<file path="src/rtl/pin_remap_consts.svh">
`ifndef PIN_REMAP_CONSTS_SVH
`define PIN_REMAP_CONSTS_SVH

// register byte offsets
`define OFS_DIRECTION 12'h000
`define OFS_LATCH 12'h004
`define OFS_PIN_LEVEL 12'h008
`define OFS_SPI2_INSEL 12'h00C
`define OFS_OUTMAP_BASE 12'h040

// reset values
`define DIRECTION_RESET 32'hFFFF_FFFF
`define SPI2_INSEL_RESET 16'h0000
`define OUTSEL_RESET 6'h00

// spi2 input select fields
`define CLKSEL_LSB 8
`define DATSEL_LSB 0
`define INSEL_MASK 32'h0000_7F7F

// output selector codes
`define OSEL_NULL 6'h00
`define OSEL_SER1_TX 6'h01
`define OSEL_SER2_TX 6'h03
`define OSEL_SPIB_DO 6'h08
`define OSEL_SPIB_CK 6'h09
`define OSEL_SPIB_SS 6'h0A
`define OSEL_CANA_TX 6'h0E
`define OSEL_OC_A 6'h10
`define OSEL_OC_B 6'h11
`define OSEL_OC_C 6'h12
`define OSEL_OC_D 6'h13
`define OSEL_CMP_A 6'h18
`define OSEL_CMP_B 6'h19
`define OSEL_CMP_C 6'h1A
`define OSEL_TB_SYNC 6'h2D
`define OSEL_POS_CMP 6'h2F
`define OSEL_REFCLK 6'h31
`define OSEL_CMP_D 6'h32

// input selector: code of pin 0; code 0 ties low
`define ISEL_PIN_BASE 7'h28

`endif

</file>
<file path="src/rtl/pin_remap_pkg.sv">
package pin_remap_pkg;
    // remappable peripheral outputs
    typedef struct packed {
        logic serial1_transmit;
        logic serial2_transmit;
        logic spi_b_data_out;
        logic spi_b_clock_out;
        logic spi_b_select_out;
        logic can_a_transmit;
        logic [3:0] compare_out;
        logic [3:0] comparator_out;
        logic timebase_sync_out;
        logic position_counter_compare_out;
        logic reference_clock_out;
    } periph_out_t;
    // remapped peripheral inputs
    typedef struct packed {
        logic spi_b_clock_in;
        logic spi_b_data_in;
    } periph_in_t;
    typedef struct packed {
        logic [11:0] paddr;
        logic psel;
        logic penable;
        logic pwrite;
        logic [31:0] pwdata;
    } apb_req_t;
    typedef struct packed {
        logic [31:0] prdata;
        logic pready;
        logic pslverr;
    } apb_rsp_t;
endpackage : pin_remap_pkg

</file>
<file path="src/rtl/port_and_pin_remap.sv">
`timescale 1ns/1ns
`default_nettype none
`include "pin_remap_consts.svh"

module port_and_pin_remap #(
    parameter int NUM_PINS = 16,
    parameter logic [31:0] VALID_MASK = 32'h0000_FFFF
) (
    // clock and reset
    input wire logic clk_sys,
    input wire logic rst_b,
    // register bus
    input wire pin_remap_pkg::apb_req_t apb_req,
    output pin_remap_pkg::apb_rsp_t apb_rsp,
    // pins
    input wire logic [NUM_PINS-1:0] pin_in,
    output logic [NUM_PINS-1:0] pin_out,
    output logic [NUM_PINS-1:0] pin_oe,
    // peripherals
    input wire pin_remap_pkg::periph_out_t periph_out,
    input wire logic [NUM_PINS-1:0] periph_active,
    output pin_remap_pkg::periph_in_t periph_in
);
    import pin_remap_pkg::*;

    // refuse widths the 32-bit registers cannot hold
    if (NUM_PINS < 1 || NUM_PINS > 32) begin : g_bad_width
        $error("NUM_PINS must be 1 to 32");
    end

    localparam logic [31:0] PMASK = VALID_MASK & ((NUM_PINS == 32) ? 32'hFFFF_FFFF :
        ((32'h0000_0001 << NUM_PINS) - 32'h0000_0001));

    ////////////////////////////////////////////////////////////////////////////
    // pin input synchroniser
    logic [NUM_PINS-1:0] pin_meta_q;
    logic [NUM_PINS-1:0] pin_sync_q;
    always_ff @(posedge clk_sys) begin
        if (!rst_b) begin
            pin_meta_q <= '0;
            pin_sync_q <= '0;
        end else begin
            pin_meta_q <= pin_in;
            pin_sync_q <= pin_meta_q;
        end
    end

    ////////////////////////////////////////////////////////////////////////////
    // register state
    logic [NUM_PINS-1:0] dir_q;
    logic [NUM_PINS-1:0] lat_q;
    logic [6:0] clk_insel_q;
    logic [6:0] dat_insel_q;
    logic [5:0] outsel_q [NUM_PINS];
    apb_rsp_t rsp_q;

    logic access;
    logic wr;
    logic [11:0] addr;
    assign access = apb_req.psel && apb_req.penable;
    assign wr = access && apb_req.pwrite;
    assign addr = apb_req.paddr;

    logic [31:0] level_masked;
    assign level_masked = 32'(pin_sync_q) & PMASK;

    always_ff @(posedge clk_sys) begin
        if (!rst_b) begin
            dir_q <= NUM_PINS'(`DIRECTION_RESET);
        end else if (wr && addr == `OFS_DIRECTION) begin
            dir_q <= NUM_PINS'(apb_req.pwdata) | ~NUM_PINS'(PMASK);
        end
    end

    always_ff @(posedge clk_sys) begin
        if (!rst_b) begin
            lat_q <= '0;
        end else if (wr && (addr == `OFS_LATCH || addr == `OFS_PIN_LEVEL)) begin
            lat_q <= NUM_PINS'(apb_req.pwdata & PMASK);
        end
    end

    always_ff @(posedge clk_sys) begin
        if (!rst_b) begin
            clk_insel_q <= 7'h00;
            dat_insel_q <= 7'h00;
        end else if (wr && addr == `OFS_SPI2_INSEL) begin
            clk_insel_q <= apb_req.pwdata[`CLKSEL_LSB +: 7];
            dat_insel_q <= apb_req.pwdata[`DATSEL_LSB +: 7];
        end
    end

    genvar gi;
    generate
        for (gi = 0; gi < NUM_PINS; gi++) begin : g_outsel
            // one word per pin, no cross
            always_ff @(posedge clk_sys) begin
                if (!rst_b) begin
                    outsel_q[gi] <= `OUTSEL_RESET;
                end else if (wr && addr == `OFS_OUTMAP_BASE + 12'(gi * 4)) begin
                    outsel_q[gi] <= apb_req.pwdata[5:0];
                end
            end
        end
    endgenerate

    ////////////////////////////////////////////////////////////////////////////
    // read path, one wait-free access cycle
    logic [31:0] rdata;
    logic hit;
    always_comb begin
        rdata = 32'h0000_0000;
        hit = 1'b1;
        if (addr == `OFS_DIRECTION) begin
            rdata = 32'(dir_q) & PMASK;
        end else if (addr == `OFS_LATCH) begin
            rdata = 32'(lat_q) & PMASK;
        end else if (addr == `OFS_PIN_LEVEL) begin
            rdata = level_masked;
        end else if (addr == `OFS_SPI2_INSEL) begin
            rdata = {17'h0, clk_insel_q, 1'b0, dat_insel_q} & `INSEL_MASK;
        end else begin
            hit = 1'b0;
            for (int i = 0; i < NUM_PINS; i++) begin
                if (addr == `OFS_OUTMAP_BASE + 12'(i * 4)) begin
                    rdata = {26'h0, outsel_q[i]};
                    hit = 1'b1;
                end
            end
        end
    end

    always_ff @(posedge clk_sys) begin
        if (!rst_b) begin
            rsp_q <= '0;
        end else begin
            rsp_q.pready <= apb_req.psel && !apb_req.penable;
            rsp_q.pslverr <= apb_req.psel && !apb_req.penable && !hit;
            rsp_q.prdata <= (apb_req.psel && !apb_req.penable && !apb_req.pwrite) ?
                rdata : 32'h0000_0000;
        end
    end
    assign apb_rsp = rsp_q;

    ////////////////////////////////////////////////////////////////////////////
    // output selection per pin
    function automatic logic [1:0] route(input logic [5:0] sel, input periph_out_t po);
        logic [1:0] r;
        r = 2'b00;
        case (sel)
            `OSEL_SER1_TX: r = {1'b1, po.serial1_transmit};
            `OSEL_SER2_TX: r = {1'b1, po.serial2_transmit};
            `OSEL_SPIB_DO: r = {1'b1, po.spi_b_data_out};
            `OSEL_SPIB_CK: r = {1'b1, po.spi_b_clock_out};
            `OSEL_SPIB_SS: r = {1'b1, po.spi_b_select_out};
            `OSEL_CANA_TX: r = {1'b1, po.can_a_transmit};
            `OSEL_OC_A: r = {1'b1, po.compare_out[0]};
            `OSEL_OC_B: r = {1'b1, po.compare_out[1]};
            `OSEL_OC_C: r = {1'b1, po.compare_out[2]};
            `OSEL_OC_D: r = {1'b1, po.compare_out[3]};
            `OSEL_CMP_A: r = {1'b1, po.comparator_out[0]};
            `OSEL_CMP_B: r = {1'b1, po.comparator_out[1]};
            `OSEL_CMP_C: r = {1'b1, po.comparator_out[2]};
            `OSEL_CMP_D: r = {1'b1, po.comparator_out[3]};
            `OSEL_TB_SYNC: r = {1'b1, po.timebase_sync_out};
            `OSEL_POS_CMP: r = {1'b1, po.position_counter_compare_out};
            `OSEL_REFCLK: r = {1'b1, po.reference_clock_out};
            default: r = 2'b00; // null and unused codes
        endcase
        return r;
    endfunction

    logic [NUM_PINS-1:0] own_q;
    generate
        for (gi = 0; gi < NUM_PINS; gi++) begin : g_pin
            logic [1:0] rt;
            logic periph_owns;
            assign rt = route(outsel_q[gi], periph_out);
            // peripheral owns only while mapped and driving
            assign periph_owns = rt[1] && periph_active[gi];
            always_ff @(posedge clk_sys) begin
                if (!rst_b) begin
                    pin_out[gi] <= 1'b0;
                    pin_oe[gi] <= 1'b0;
                    own_q[gi] <= 1'b0;
                end else if (!PMASK[gi]) begin
                    pin_out[gi] <= 1'b0;
                    pin_oe[gi] <= 1'b0;
                    own_q[gi] <= 1'b0;
                end else begin
                    // mux pair for data and enable
                    pin_out[gi] <= periph_owns ? rt[0] : lat_q[gi];
                    pin_oe[gi] <= periph_owns ? 1'b1 : !dir_q[gi];
                    own_q[gi] <= periph_owns;
                end
            end
        end
    endgenerate

    ////////////////////////////////////////////////////////////////////////////
    // input selection
    function automatic logic pick(input logic [6:0] sel, input logic [NUM_PINS-1:0] lv,
                                  input logic [NUM_PINS-1:0] port_drv);
        logic v;
        v = 1'b0; // zero ties low
        for (int i = 0; i < NUM_PINS; i++) begin
            // unmapped codes match no pin
            if (sel == `ISEL_PIN_BASE + 7'(i) && PMASK[i]) begin
                // suppress loop-through from the port's own driver
                v = port_drv[i] ? 1'b0 : lv[i];
            end
        end
        return v;
    endfunction

    logic [NUM_PINS-1:0] port_drv;
    assign port_drv = ~dir_q & ~own_q;

    // drive history spans pad register plus synchroniser delay
    logic [NUM_PINS-1:0] drv_h1_q;
    logic [NUM_PINS-1:0] drv_h2_q;
    logic [NUM_PINS-1:0] drv_h3_q;
    always_ff @(posedge clk_sys) begin
        if (!rst_b) begin
            drv_h1_q <= '0;
            drv_h2_q <= '0;
            drv_h3_q <= '0;
        end else begin
            drv_h1_q <= port_drv;
            drv_h2_q <= drv_h1_q;
            drv_h3_q <= drv_h2_q;
        end
    end

    // no stale port level leaks through after the port lets go
    logic [NUM_PINS-1:0] loop_mask;
    assign loop_mask = port_drv | drv_h1_q | drv_h2_q | drv_h3_q;

    always_ff @(posedge clk_sys) begin
        if (!rst_b) begin
            periph_in <= '0;
        end else begin
            periph_in.spi_b_clock_in <= pick(clk_insel_q, pin_sync_q, loop_mask);
            periph_in.spi_b_data_in <= pick(dat_insel_q, pin_sync_q, loop_mask);
        end
    end
endmodule : port_and_pin_remap
`default_nettype wire

</file>
<file path="config.mk">
export PLATFORM = sky130hd
export DESIGN_NAME = port_and_pin_remap
export DESIGN_NICKNAME = d
export VERILOG_FILES = /design/src/rtl/pin_remap_pkg.sv /design/src/rtl/port_and_pin_remap.sv
export VERILOG_INCLUDE_DIRS = /design/src /design/src/rtl
export SDC_FILE = /design/constraint.sdc
export NUM_CORES = 1
export LEC_CHECK = 0
export BUFFER_PORTS_ARGS = -buffer_cell sky130_fd_sc_hd__buf_2
export CELL_PAD_IN_SITES_DETAIL_PLACEMENT = 1
export CELL_PAD_IN_SITES_GLOBAL_PLACEMENT = 2
export CORE_ASPECT_RATIO = 0.9
export CORE_MARGIN = 1.5
export CORE_UTILIZATION = 33
export CTS_CLUSTER_DIAMETER = 40
export CTS_CLUSTER_SIZE = 8
export DETAILED_ROUTE_END_ITERATION = 7
export PLACE_DENSITY_LB_ADDON = 0.1
export RECOVER_POWER = 100
export SETUP_SLACK_MARGIN = 0.05
export SLEW_MARGIN = 40
export SYNTH_ARGS = -nofsm -noshare
export SYNTH_HDL_FRONTEND = slang
export SYNTH_SLANG_ARGS = --single-unit
</file>
<file path="constraint.sdc">
create_clock -name clk_sys -period 2.45 [get_ports clk_sys]
set_input_delay 0.49 -clock clk_sys [delete_from_list [all_inputs] [get_ports clk_sys]]
set_output_delay 0.49 -clock clk_sys [all_outputs]
set_load 0.01 [all_outputs]
</file>
== After elaboration in Yosys (flattened, before gate mapping) ==
Memories as Yosys holds them, arrays and structs flattened.
Cells that the tools add are included.
Storage, ports and cells
  logic and storage cells: 675
  bits in writable memories: 96
  register bits after elaboration: 210
  output and inout port bits: 68
  memories kept: 1
Memories
  outsel_q: words 16, bits a word 6, rd ports 16, clocked after memory_dff 0, wr ports 16, line port_and_pin_remap.sv:54  | logic [5:0] outsel_q [NUM_PINS];
Operators by class
  muxes and demuxes: 201
  bitwise operators: 24
  reductions and logical operators: 63
  equality and inequality tests: 323
Operators with widths (count)
  $eq A6 B5 Y1 const B: 112
  $pmux W2 S17: 16
  $eq A6 B4 Y1 const B: 64
  $eq A6 B6 Y1 const B: 64
  $mux W16: 18
  $eq A7 B6 Y1 const B: 32
  $eq A12 B7 Y1 const B: 16
  $mux W1: 149
  $mux W6: 18
  $eq A6 B1 Y1 const B: 16
  $eq A6 B2 Y1 const B: 16
  $or A16 B16 Y16: 3
  $logic_and A1 B1 Y1: 40
  $not A16 Y16: 2
  $eq A12 B4 Y1 const B: 2
  $reduce_or A21 Y1: 1
  $logic_not A1 Y1: 19
  $and A16 B16 Y16: 1
  $or A1 B1 Y1: 16
  $eq A12 B3 Y1 const B: 1
  $logic_not A12 Y1: 1
  $not A1 Y1: 2
  $reduce_and A2 Y1: 1
  $logic_or A1 B1 Y1: 1

== Longest topological paths before layout ==
Gate-level depths: netlist (run 1).
  depth in word-level cells: 23
  gate-level depth with buffers: 9

== Worst setup path before layout (run 1) ==
No wires, ideal clock.
  kind: input to register
  start: input apb_req[37] in the netlist's numbering
  end: memory outsel_q[0][0], enable pin
  stages: 6
  library setup time: 0.377 ns
  arrival: 2.126 ns
  path slack: -0.054 ns
  buffers on the path: 3
  data required time: 2.073 ns
  path through: buf_2 -> buf_2 -> nor2_1 -> clkbuf_1 -> nand2_1 -> o21ai_0
RTL lines
  start: declaration: line port_and_pin_remap.sv:13  | input wire pin_remap_pkg::apb_req_t apb_req,
  end: declaration: line port_and_pin_remap.sv:54

==> results of run 1 <==
worst min path at each step:
stage,slack [ns],end,start,cells after the start
after floorplan,0.39,drv_h1_q[0],own_q[0],1
after global placement,0.40,drv_h1_q[12],own_q[12],1
after detailed placement,0.40,drv_h1_q[3],own_q[3],1
after CTS,0.06,pin_meta_q[11],pin_in[11],2
after global routing,0.09,pin_meta_q[2],pin_in[2],2
final,0.1,pin_meta_q[0],pin_in[0],2
placed cells by master, fill, tap and decap left out, types with 27 or more instances in the layout:
cell type and count:
mux2i_1 41, o21ai_0 118, nor2b_1 36, edfxtp_1 96
nand3b_1 27, nor2_1 92, nand2_1 184, clkbuf_1 100
nand3_1 42, a21oi_1 102, and2_1 93, clkbuf_16 59
and2_0 84, buf_4 121, dfxtp_1 194, inv_1 55
buf_2 80, nor3_1 41
per-stage QoR:
step | total power, uW | worst slack (ns) | cells
detailed placement | 6970 | -0.0207 | 2692
CTS | 14400 | 0.227 | 2791
global placement | 6950 | 0.0125 | 2692
finish | 14300 | 0.174 | 2796
floorplan | 6200 | -0.0537 | 1898
global route | 14800 | 0.0606 | 2793
state kept, by name, indices dropped and copies added (netlist names):
register and count:
drv_h1_q 16, apb_rsp 18, dat_insel_q 7, drv_h2_q 16, pin_meta_q 16, periph_in 2, pin_oe 16, own_q 16
pin_out 16, drv_h3_q 16, clk_insel_q 7, pin_sync_q 16, lat_q 16, outsel_q 96, dir_q 16
logic make-up (layout without fill, tap and decap cells):
group,after synthesis,count (layout),share of synthesized area (%)
compound gates,487,487,19.9
xor+xnor,13,13,0.689
buf+inv,252,474,6.29
flops,290,290,40.9
mux,84,84,6.77
other cells,1,21,0.0227
simple gates,756,756,25.4
cell type report:
type	instances	area share [%]
clock inverters	26	1.27
repair buffers	317	9.45
multi-input cells	1356	43.1
inverters	58	1.07
well taps	671	4.12
clock buffers	73	7.79
diodes	5	0.0613
flip-flops and latches	290	33.2
synth_stat cells, drive strengths merged, types with 8 or more instances:
master	number
nor4b	22
nand3b	27
o211ai	18
nor2	93
buf	48
a311oi	8
o22a	8
nor3b	9
o21ai	119
clkbuf	146
or3	13
a2111oi	9
nand2	185
o32ai	12
xnor2	8
a32oi	8
nand4	16
a32o	19
o22ai	24
mux4	20
a22oi	15
inv	56
nor4	17
o21a	20
a31oi	26
and2	177
a211oi	8
and3	13
mux2	23
dfxtp	194
a21oi	102
nor3	41
nand4b	18
nor2b	36
nand2b	18
nand3	42
a221oi	14
edfxtp	96
mux2i	41
power by group:
part	switching (uW)	internal (uW)	total, uW
sequential	252	5120	5370
clock	2640	4760	7400
combinational	917	584	1500
metal layers:
layer	track usage, %	vias to the layer above
met3	4.39	120
met5	0	-
met4	10.4	0
li1	-	7284
met1	39.2	7887
met2	41.1	571
==> flow_summary.yaml, run 1 <==
setup_path:
  ff2ff_setup_slack_ns: 0.20
  worst-path-buf-inv: 4
  worstPathMaxFanout: 14
  endpoint: "outsel_q[1][20]"
  crit_path_cell_trace: "buf_2 > clkbuf_1 > and2_0 > nand3_1 > clkbuf_1 > nor2_1 > clkbuf_1 > and2_0"
  crit_required_ns: 2.89
  endpoint_kind: "flop"
  reg2reg_depth: 7
  path_delay_family: "buffers and inverters"
  crit_type: "in -> reg"
  cp_common_cell: "clkbuf_1"
  rr_startpoint: "outsel_q[0][13]"
  critPathLaunchType: "input pin"
  cpPeakStageDelay_ns: 0.64
  critical_path_arrival_ns: 2.71
  worstSetupPathDepth: 8
  slowest_stage: "clkbuf_1"
  r2r-end: "pin_out[2]"
  crit_start: "apb_req[38]"
cts:
  cts_sinks: 290
  clk_pin_slew_worst_paths_ns: 0.05
  cts_tree: "built"
  cts_root_buffer: "clkbuf_16"
  postCtsSetupBuffers: 0
  clock_latency_ns: 0.60
  post_cts_resize_count: 0
  clk_path_buf_depth: 3
  cts_buffers: 58
  postCtsHoldBufs: 0
  cts_htree_levels: 2
global_route:
  first_global_vias: 15900
  grt_max_degree: 65
  grtUsageTotal_pct: 27.4
  antenna_found_initial: 6
  overflow: 0
  grt_pass1_wl_mm: 105
sta:
  worst_pin_slew_ns: 0.993
  whs_ns: 0.0980
  period_share_pct: 92.9
  hold_viol: 0
  max-slew-margin-rel_pct: 33.8
  finalSetupViolCount: 0
  rsz0062_at_grt: "false"
  fin_worst_skew_ns: 0.0314
  finalMaxSlewViolations: 0
  clock.fmax_mhz: 439
  period_minus_slack_ns: 2.28
  tns_ns: 0
logic_synthesis:
  yosysTopAreaCellShare_pct: 23.5
  synth_top_cell_by_area: "dfxtp_1"
  synth_ff_type: "dfxtp_1"
  async_reset_ff_share_pct: 0
  ys_types: 90
  ys_warn_count: 0
  ys_seq_elements: 290
  syn_area_per_cell_um2: 8.78
  netlist_instances: 1883
  synth_area_um2: 16500
  synthTopCellsByArea: "dfxtp_1, edfxtp_1, and2_1"
  synth_edf_count: 96
  ys_seq_area_share_pct: 40.9
final_layout:
  syn2layout_area_growth_pct: 23.3
  final_util_pct: 41.3
  multi_input_area_um2: 8780
  ff_latch_area_um2: 6770
  drive_gt1_share_pct: 17.9
  fin_nets: 2179
  fin_area_um2: 20400
  fill_cells: 5759
place:
  port_buffers: 133
  hpwl_mm: 51.4
  post_dp_cell_area_um2: 18800
  gp_congestion: 0.916
floorplanning:
  core-area_um2: 49300
  start_util_pct: 33.5
  die_y_um: 215
  fp-row-count: 77
  dieArea_um2: 51500
  pin_count: 166
  die_w_um: 239
power:
  power.density_nw_per_um2: 700
  irDropWorstVdd_uv: 522
  p_leak_uw: 0.00745
route:
  drc_errors: 0
  dr.pass1.iters: 6
  via_per_inst: 5.67
  detail_route.wl_per_cell_um: 25.1
  dr_wl_met2_mm: 31.0
  dr.max_layer_used: "met4"
  dr_wl_met3_mm: 4.78
  wl_mm: 70.3
  via_count: 15900
  drt-met1-wl_mm: 32.0
  drtIter0Drc: 1336
  detail-route-antenna-nets: 0
outcome:
  outcome: "completed"
flow_run:
  maxCapViolCount: 0
worst_hold_path:
  hp-class: "in -> reg"
Power figures use the tool's default switching activity.
==> run 2, diff against run 1 <==
--- a/config.mk
+++ b/config.mk
@@ -6,10 +6,10 @@
 export SDC_FILE = /design/constraint.sdc
 export NUM_CORES = 1
 export LEC_CHECK = 0
+export ABC_CLOCK_PERIOD_IN_PS = 2450
 export BUFFER_PORTS_ARGS = -buffer_cell sky130_fd_sc_hd__buf_2
 export CELL_PAD_IN_SITES_DETAIL_PLACEMENT = 1
 export CELL_PAD_IN_SITES_GLOBAL_PLACEMENT = 2
-export CORE_ASPECT_RATIO = 0.9
 export CORE_MARGIN = 1.5
 export CORE_UTILIZATION = 33
 export CTS_CLUSTER_DIAMETER = 40
@@ -18,7 +18,6 @@
 export PLACE_DENSITY_LB_ADDON = 0.1
 export RECOVER_POWER = 100
 export SETUP_SLACK_MARGIN = 0.05
-export SLEW_MARGIN = 40
 export SYNTH_ARGS = -nofsm -noshare
 export SYNTH_HDL_FRONTEND = slang
 export SYNTH_SLANG_ARGS = --single-unit
==> run 2 against run 1 <==
Hold slack barely moved. Worst setup slack lost 0.045 ns. Final cell count shrank 1.2%. Combinational power decreased by 3%. Utilization shrank 0.14 points. Register-to-register slack worse by 0.04 ns. Via count shrank 0.45%. Sequential power is essentially flat. Global-route usage about the same. Non-clock buffer count down 24.
==> flow_summary.yaml, run 2 (synthesis results as in run 1) <==
global_route:
  first_global_vias: 15700
  grtUsageMet2_pct: 43.4
  grt_pass1_wl_mm: 104
  overflow: 0
  grtUsageTotal_pct: 27.4
  antenna_found_initial: 2
  use_met3_pct: 3.74
  top_usage_layer: "met2"
  grt_max_degree: 78
  use_met1_pct: 38.3
worst_hold_path:
  hp-class: "in -> reg"
  min_to: "pin_meta_q[11]"
  hold_start: "pin_in[11]"
  holdPathStages: 2
power:
  p_leak_uw: 0.00739
  power_uw: 14700
  power.density_nw_per_um2: 724
  irDropWorstVdd_uv: 537
route:
  detail_route.wl_per_cell_um: 25.3
  wl_mm: 69.9
  drtIter0Drc: 1154
  drc_errors: 0
  via_count: 15800
  detail-route-antenna-nets: 0
  dr.pass1.iters: 5
  via_per_inst: 5.72
final_layout:
  fill_cells: 5707
  largest_reg_flops: 96
  largest_register: "outsel_q"
  drive_gt1_share_pct: 16.9
  fin_area_um2: 20300
  final_common_cell: "dfxtp_1"
  final_cell_mix: "dfxtp_1, nand2_1, o21ai_0"
  fin_cells: 2762
  syn2layout_area_growth_pct: 22.5
  fin_nets: 2153
setup_path:
  crit_type: "in -> reg"
  endpoint_kind: "flop"
  critPathLaunchType: "input pin"
  cp_common_cell: "clkbuf_1"
  r2r-end: "pin_out[6]"
  crit_path_cell_trace: "buf_2 > clkbuf_4 > inv_1 > nor2_1 > clkbuf_1 > nand2_1 > o21ai_0 > clkbuf_1"
  critical_path_arrival_ns: 2.60
  reg2reg_depth: 6
  slowest_stage: "clkbuf_4"
  rr_startpoint: "outsel_q[0][41]"
  ff2ff_setup_slack_ns: 0.16
  worstPathMaxFanout: 24
  crit_required_ns: 2.73
  worst-path-buf-inv: 5
  path_delay_family: "buffers and inverters"
  cpPeakStageDelay_ns: 0.40
flow_run:
  maxCapViolCount: 0
floorplanning:
  die_y_um: 227
  start_util_pct: 33.6
  dieArea_um2: 51500
  pin_count: 166
  fp-row-count: 81
  die_w_um: 227
  core-area_um2: 49200
cts:
  clk_pin_slew_worst_paths_ns: 0.05
  cts_sinks: 290
  cts_tree: "built"
  cts_root_buffer: "clkbuf_16"
  cts_htree_levels: 2
  clock_latency_ns: 0.61
  clk_path_buf_depth: 3
  cts_buffers: 56
sta:
  worst_pin_slew_ns: 1.01
  finalMaxSlewViolations: 0
  fin_worst_skew_ns: 0.0234
  max-slew-margin-rel_pct: 32.6
  hold_viol: 0
  finalWorstSetupSlack_ns: 0.128
  period_minus_slack_ns: 2.32
  period_share_pct: 94.8
  clock.fmax_mhz: 431
  whs_ns: 0.0975
  finalSetupViolCount: 0
  rsz0062_at_grt: "false"
place:
  port_buffers: 133
  hpwl_mm: 51.2
  post_dp_cell_area_um2: 18500
  gp_congestion: 0.930
  placed_cells: 2661
  dp_slack_ns: -0.00958
outcome:
  outcome: "completed"
==> run 2: cell types whose count changed in the layout (fill, tap and decap cells not counted), moves of 2 or more <==
cell,before,now
buf_12,10,4
buf_4,121,109
bufinv_16,2,5
clkbuf_2,13,10
clkbuf_8,6,12
clkinv_2,8,3
clkinvlp_4,9,4
diode_2,5,1
inv_6,0,2
==> run 2: how the worst max path moves through the flow <==
stage,startpoint,slack [ns],end,depth (start not counted)
3_3_place_gp,periph_out[7],-0.06,pin_out[6],7
3_5_place_dp,periph_out[7],-0.01,pin_out[6],7
6_report,apb_req[37],0.13,outsel_q[0][8],8
5_1_grt,apb_req[37],0.05,outsel_q[0][8],8
2_1_floorplan,apb_req[37],-0.05,outsel_q[0][0],6
4_1_cts,outsel_q[0][7],0.13,apb_rsp[3],6
==> run 2: power by group <==
group / total (uW) / leakage (uW) / switching, uW / internal (uW)
clock network: 7830 / 0.000942 / 2630 / 5200
logic: 1460 / 0.00396 / 900 / 555
registers: 5380 / 0.00249 / 258 / 5120
total: 14700 / 0.00739 / 3780 / 10900
==> run 2: area by class of cell <==
cell class                      instances  area (um^2)  share of cell area (%)
Clock inverter                         20          303                    1.50
Timing Repair Buffer                  293         1690                    8.34
Sequential cell                       290         6770                    33.4
Tap cell                              664          831                    4.10
Clock buffer                           80         1650                    8.17
Multi-Input combinational cell       1356         8790                    43.4
Antenna cell                            1         2.50                  0.0124
Inverter                               58          218                    1.07
==> run 2: layer usage <==
metal	up-vias	part of all wire [%]	wire length, um
met3	109	5.9	4160
met1	7936	46	32000
met4	2	2.9	2050
li1	7205	-	-
met5	-	0.017	12
met2	539	45	31700
==> run 2: repair_timing <==
action | in CTS | in global routing
resized for setup | 0 | 2
hold buffers | 0 | 0
setup buffers | 0 | 0
endpoints found under the setup margin | 0 | 2
==> run 2: stage by stage <==
step	TNS (ns)	utilization [%]
3_5_place_dp	-0.00958	37.7
6_report	0	41.2
2_1_floorplan	-1.22	-
5_1_grt	0	41.2
4_1_cts	0	41.7
3_3_place_gp	-0.0607	37.7
==> run 3, diff against run 2 <==
--- a/config.mk
+++ b/config.mk
@@ -10,7 +10,6 @@
 export BUFFER_PORTS_ARGS = -buffer_cell sky130_fd_sc_hd__buf_2
 export CELL_PAD_IN_SITES_DETAIL_PLACEMENT = 1
 export CELL_PAD_IN_SITES_GLOBAL_PLACEMENT = 2
-export CORE_MARGIN = 1.5
 export CORE_UTILIZATION = 33
 export CTS_CLUSTER_DIAMETER = 40
 export CTS_CLUSTER_SIZE = 8
==> run 3 against run 2 <==
Clock skew is 0.0084 ns higher. Maximum frequency increased by 1.6%. Design area down 2.0%. Clock power fell by 18%. Clock-buffer cell count fell by 12. Sequential share of layout area up 0.68 points.
==> flow_summary.yaml, run 3 (synthesis results as in run 1) <==
setup_path:
  critPathLaunchType: "input pin"
  endpoint: "outsel_q[1][5]"
  reg2reg_depth: 6
  rr_startpoint: "outsel_q[0][19]"
  r2r-end: "apb_rsp[3]"
  crit_type: "in -> reg"
  ff2ff_setup_slack_ns: 0.19
  critical_path_arrival_ns: 2.61
  crit_required_ns: 2.78
  endpoint_kind: "flop"
  crit_start: "apb_req[37]"
  worstPathMaxFanout: 20
sta:
  finalWorstSetupSlack_ns: 0.165
  tns_ns: 0
  worst_pin_slew_ns: 1.03
  hold_viol: 0
  fin_worst_skew_ns: 0.0318
  finalMaxSlewViolations: 0
  finalSetupViolCount: 0
  period_minus_slack_ns: 2.28
  clock.fmax_mhz: 438
  max-slew-margin-rel_pct: 31.2
  rsz0062_at_grt: "false"
  period_share_pct: 93.2
cts:
  cts_buffers: 50
  clock_latency_ns: 0.59
  clk_path_buf_depth: 3
  cts_tree: "built"
  cts_sinks: 290
  cts_root_buffer: "clkbuf_16"
  clk_pin_slew_worst_paths_ns: 0.05
  postCtsHoldBufs: 0
  cts_htree_levels: 2
floorplanning:
  die_w_um: 226
  dieArea_um2: 51000
  die_y_um: 226
  core-area_um2: 49200
  start_util_pct: 33.6
  fp-row-count: 81
  pin_count: 166
place:
  post_dp_cell_area_um2: 18600
  dp_slack_ns: -0.0710
  gp_congestion: 0.913
  placed_cells: 2667
  port_buffers: 133
  hpwl_mm: 50.9
final_layout:
  fill_cells: 5777
  fin_nets: 2153
  final_common_cell: "dfxtp_1"
  fin_area_um2: 19800
  fin_cells: 2751
  drive_gt1_share_pct: 15.9
  ff_latch_area_um2: 6770
  final_cell_mix: "dfxtp_1, nand2_1, o21ai_0"
  largest_reg_flops: 96
  largest_register: "outsel_q"
  syn2layout_area_growth_pct: 20.0
  multi_input_area_um2: 8780
route:
  drc_errors: 0
  via_count: 15600
  via_per_inst: 5.68
  detail_route.wl_per_cell_um: 25.2
  detail-route-antenna-nets: 0
  wl_mm: 69.4
  drtIter0Drc: 1353
  dr.pass1.iters: 7
power:
  power.density_nw_per_um2: 668
  power_uw: 13300
  irDropWorstVdd_uv: 459
  p_leak_uw: 0.00720
worst_hold_path:
  hp-class: "in -> reg"
flow_run:
  maxCapViolCount: 0
global_route:
  grt_max_degree: 70
  overflow: 0
  first_global_vias: 15800
  grtUsageTotal_pct: 27.4
  grt_pass1_wl_mm: 104
  antenna_found_initial: 5
outcome:
  outcome: "completed"
run 3: cell types whose count changed in the layout (fill, tap and decap cells not counted), moves of 6 or more:
cell	change
buf_4	-6
clkbuf_8	-7
clkbuf_1	+10
clkbuf_16	-8
run 3: how the worst min path moves through the flow:
| stage | from | end | slack (ns) | cells after the start |
|---|---|---|---|---|
| floorplan | own_q[0] | drv_h1_q[0] | 0.39 | 1 |
| detailed placement | own_q[13] | drv_h1_q[13] | 0.40 | 1 |
| global placement | own_q[12] | drv_h1_q[12] | 0.40 | 1 |
| finish | pin_in[13] | pin_meta_q[13] | 0.13 | 2 |
| CTS | pin_in[11] | pin_meta_q[11] | 0.1 | 2 |
| global route | pin_in[12] | pin_meta_q[12] | 0.11 | 2 |
run 3: critical path, cell delays in order:
cell and delay, ns:
buf_2 0.11, clkbuf_2 0.51, nor2_1 0.14, clkbuf_2 0.21, nand3_1 0.11, clkbuf_1 0.56, nor2_1 0.23, and2_1 0.23
run 3: final cells by class:
cell class	count	area share (%)
clock inverter	14	0.807
multi-input combinational	1356	44.3
clock buffer	68	6.90
sequential	290	34.1
inverter	58	1.10
timing repair buffer	299	8.63
antenna	2	0.0252
tap	664	4.19
run 3: where the power goes:
| group | switching [uW] | total, uW | leakage [uW] | internal (uW) |
|---|---|---|---|---|
| registers | 268 | 5390 | 0.00249 | 5120 |
| logic | 889 | 1440 | 0.00396 | 551 |
| clock network | 2350 | 6420 | 0.000749 | 4080 |
| total | 3510 | 13300 | 0.00720 | 9750 |
run 3: stage by stage:
stage / util, % / hold WS [ns]
global route: 40.4 / 0.109
finish: 40.4 / 0.127
floorplan: - / 0.392
CTS: 41.0 / 0.0957
detailed placement: 37.9 / 0.402
global placement: 37.9 / 0.403
run 3: repair_timing:
action	4_1_cts	5_1_grt
setup buffers	0	0
endpoints found under the setup margin	0	1
resized for setup	0	1
run 3: per-layer routing:
layer  vias up  wire (um)  GRT usage, %
met5         -         13             0
met4         2       2230          9.26
met3       122       3600          3.40
met2       458      32200          44.6
met1      7831      31400          37.3
li1       7207          -             -
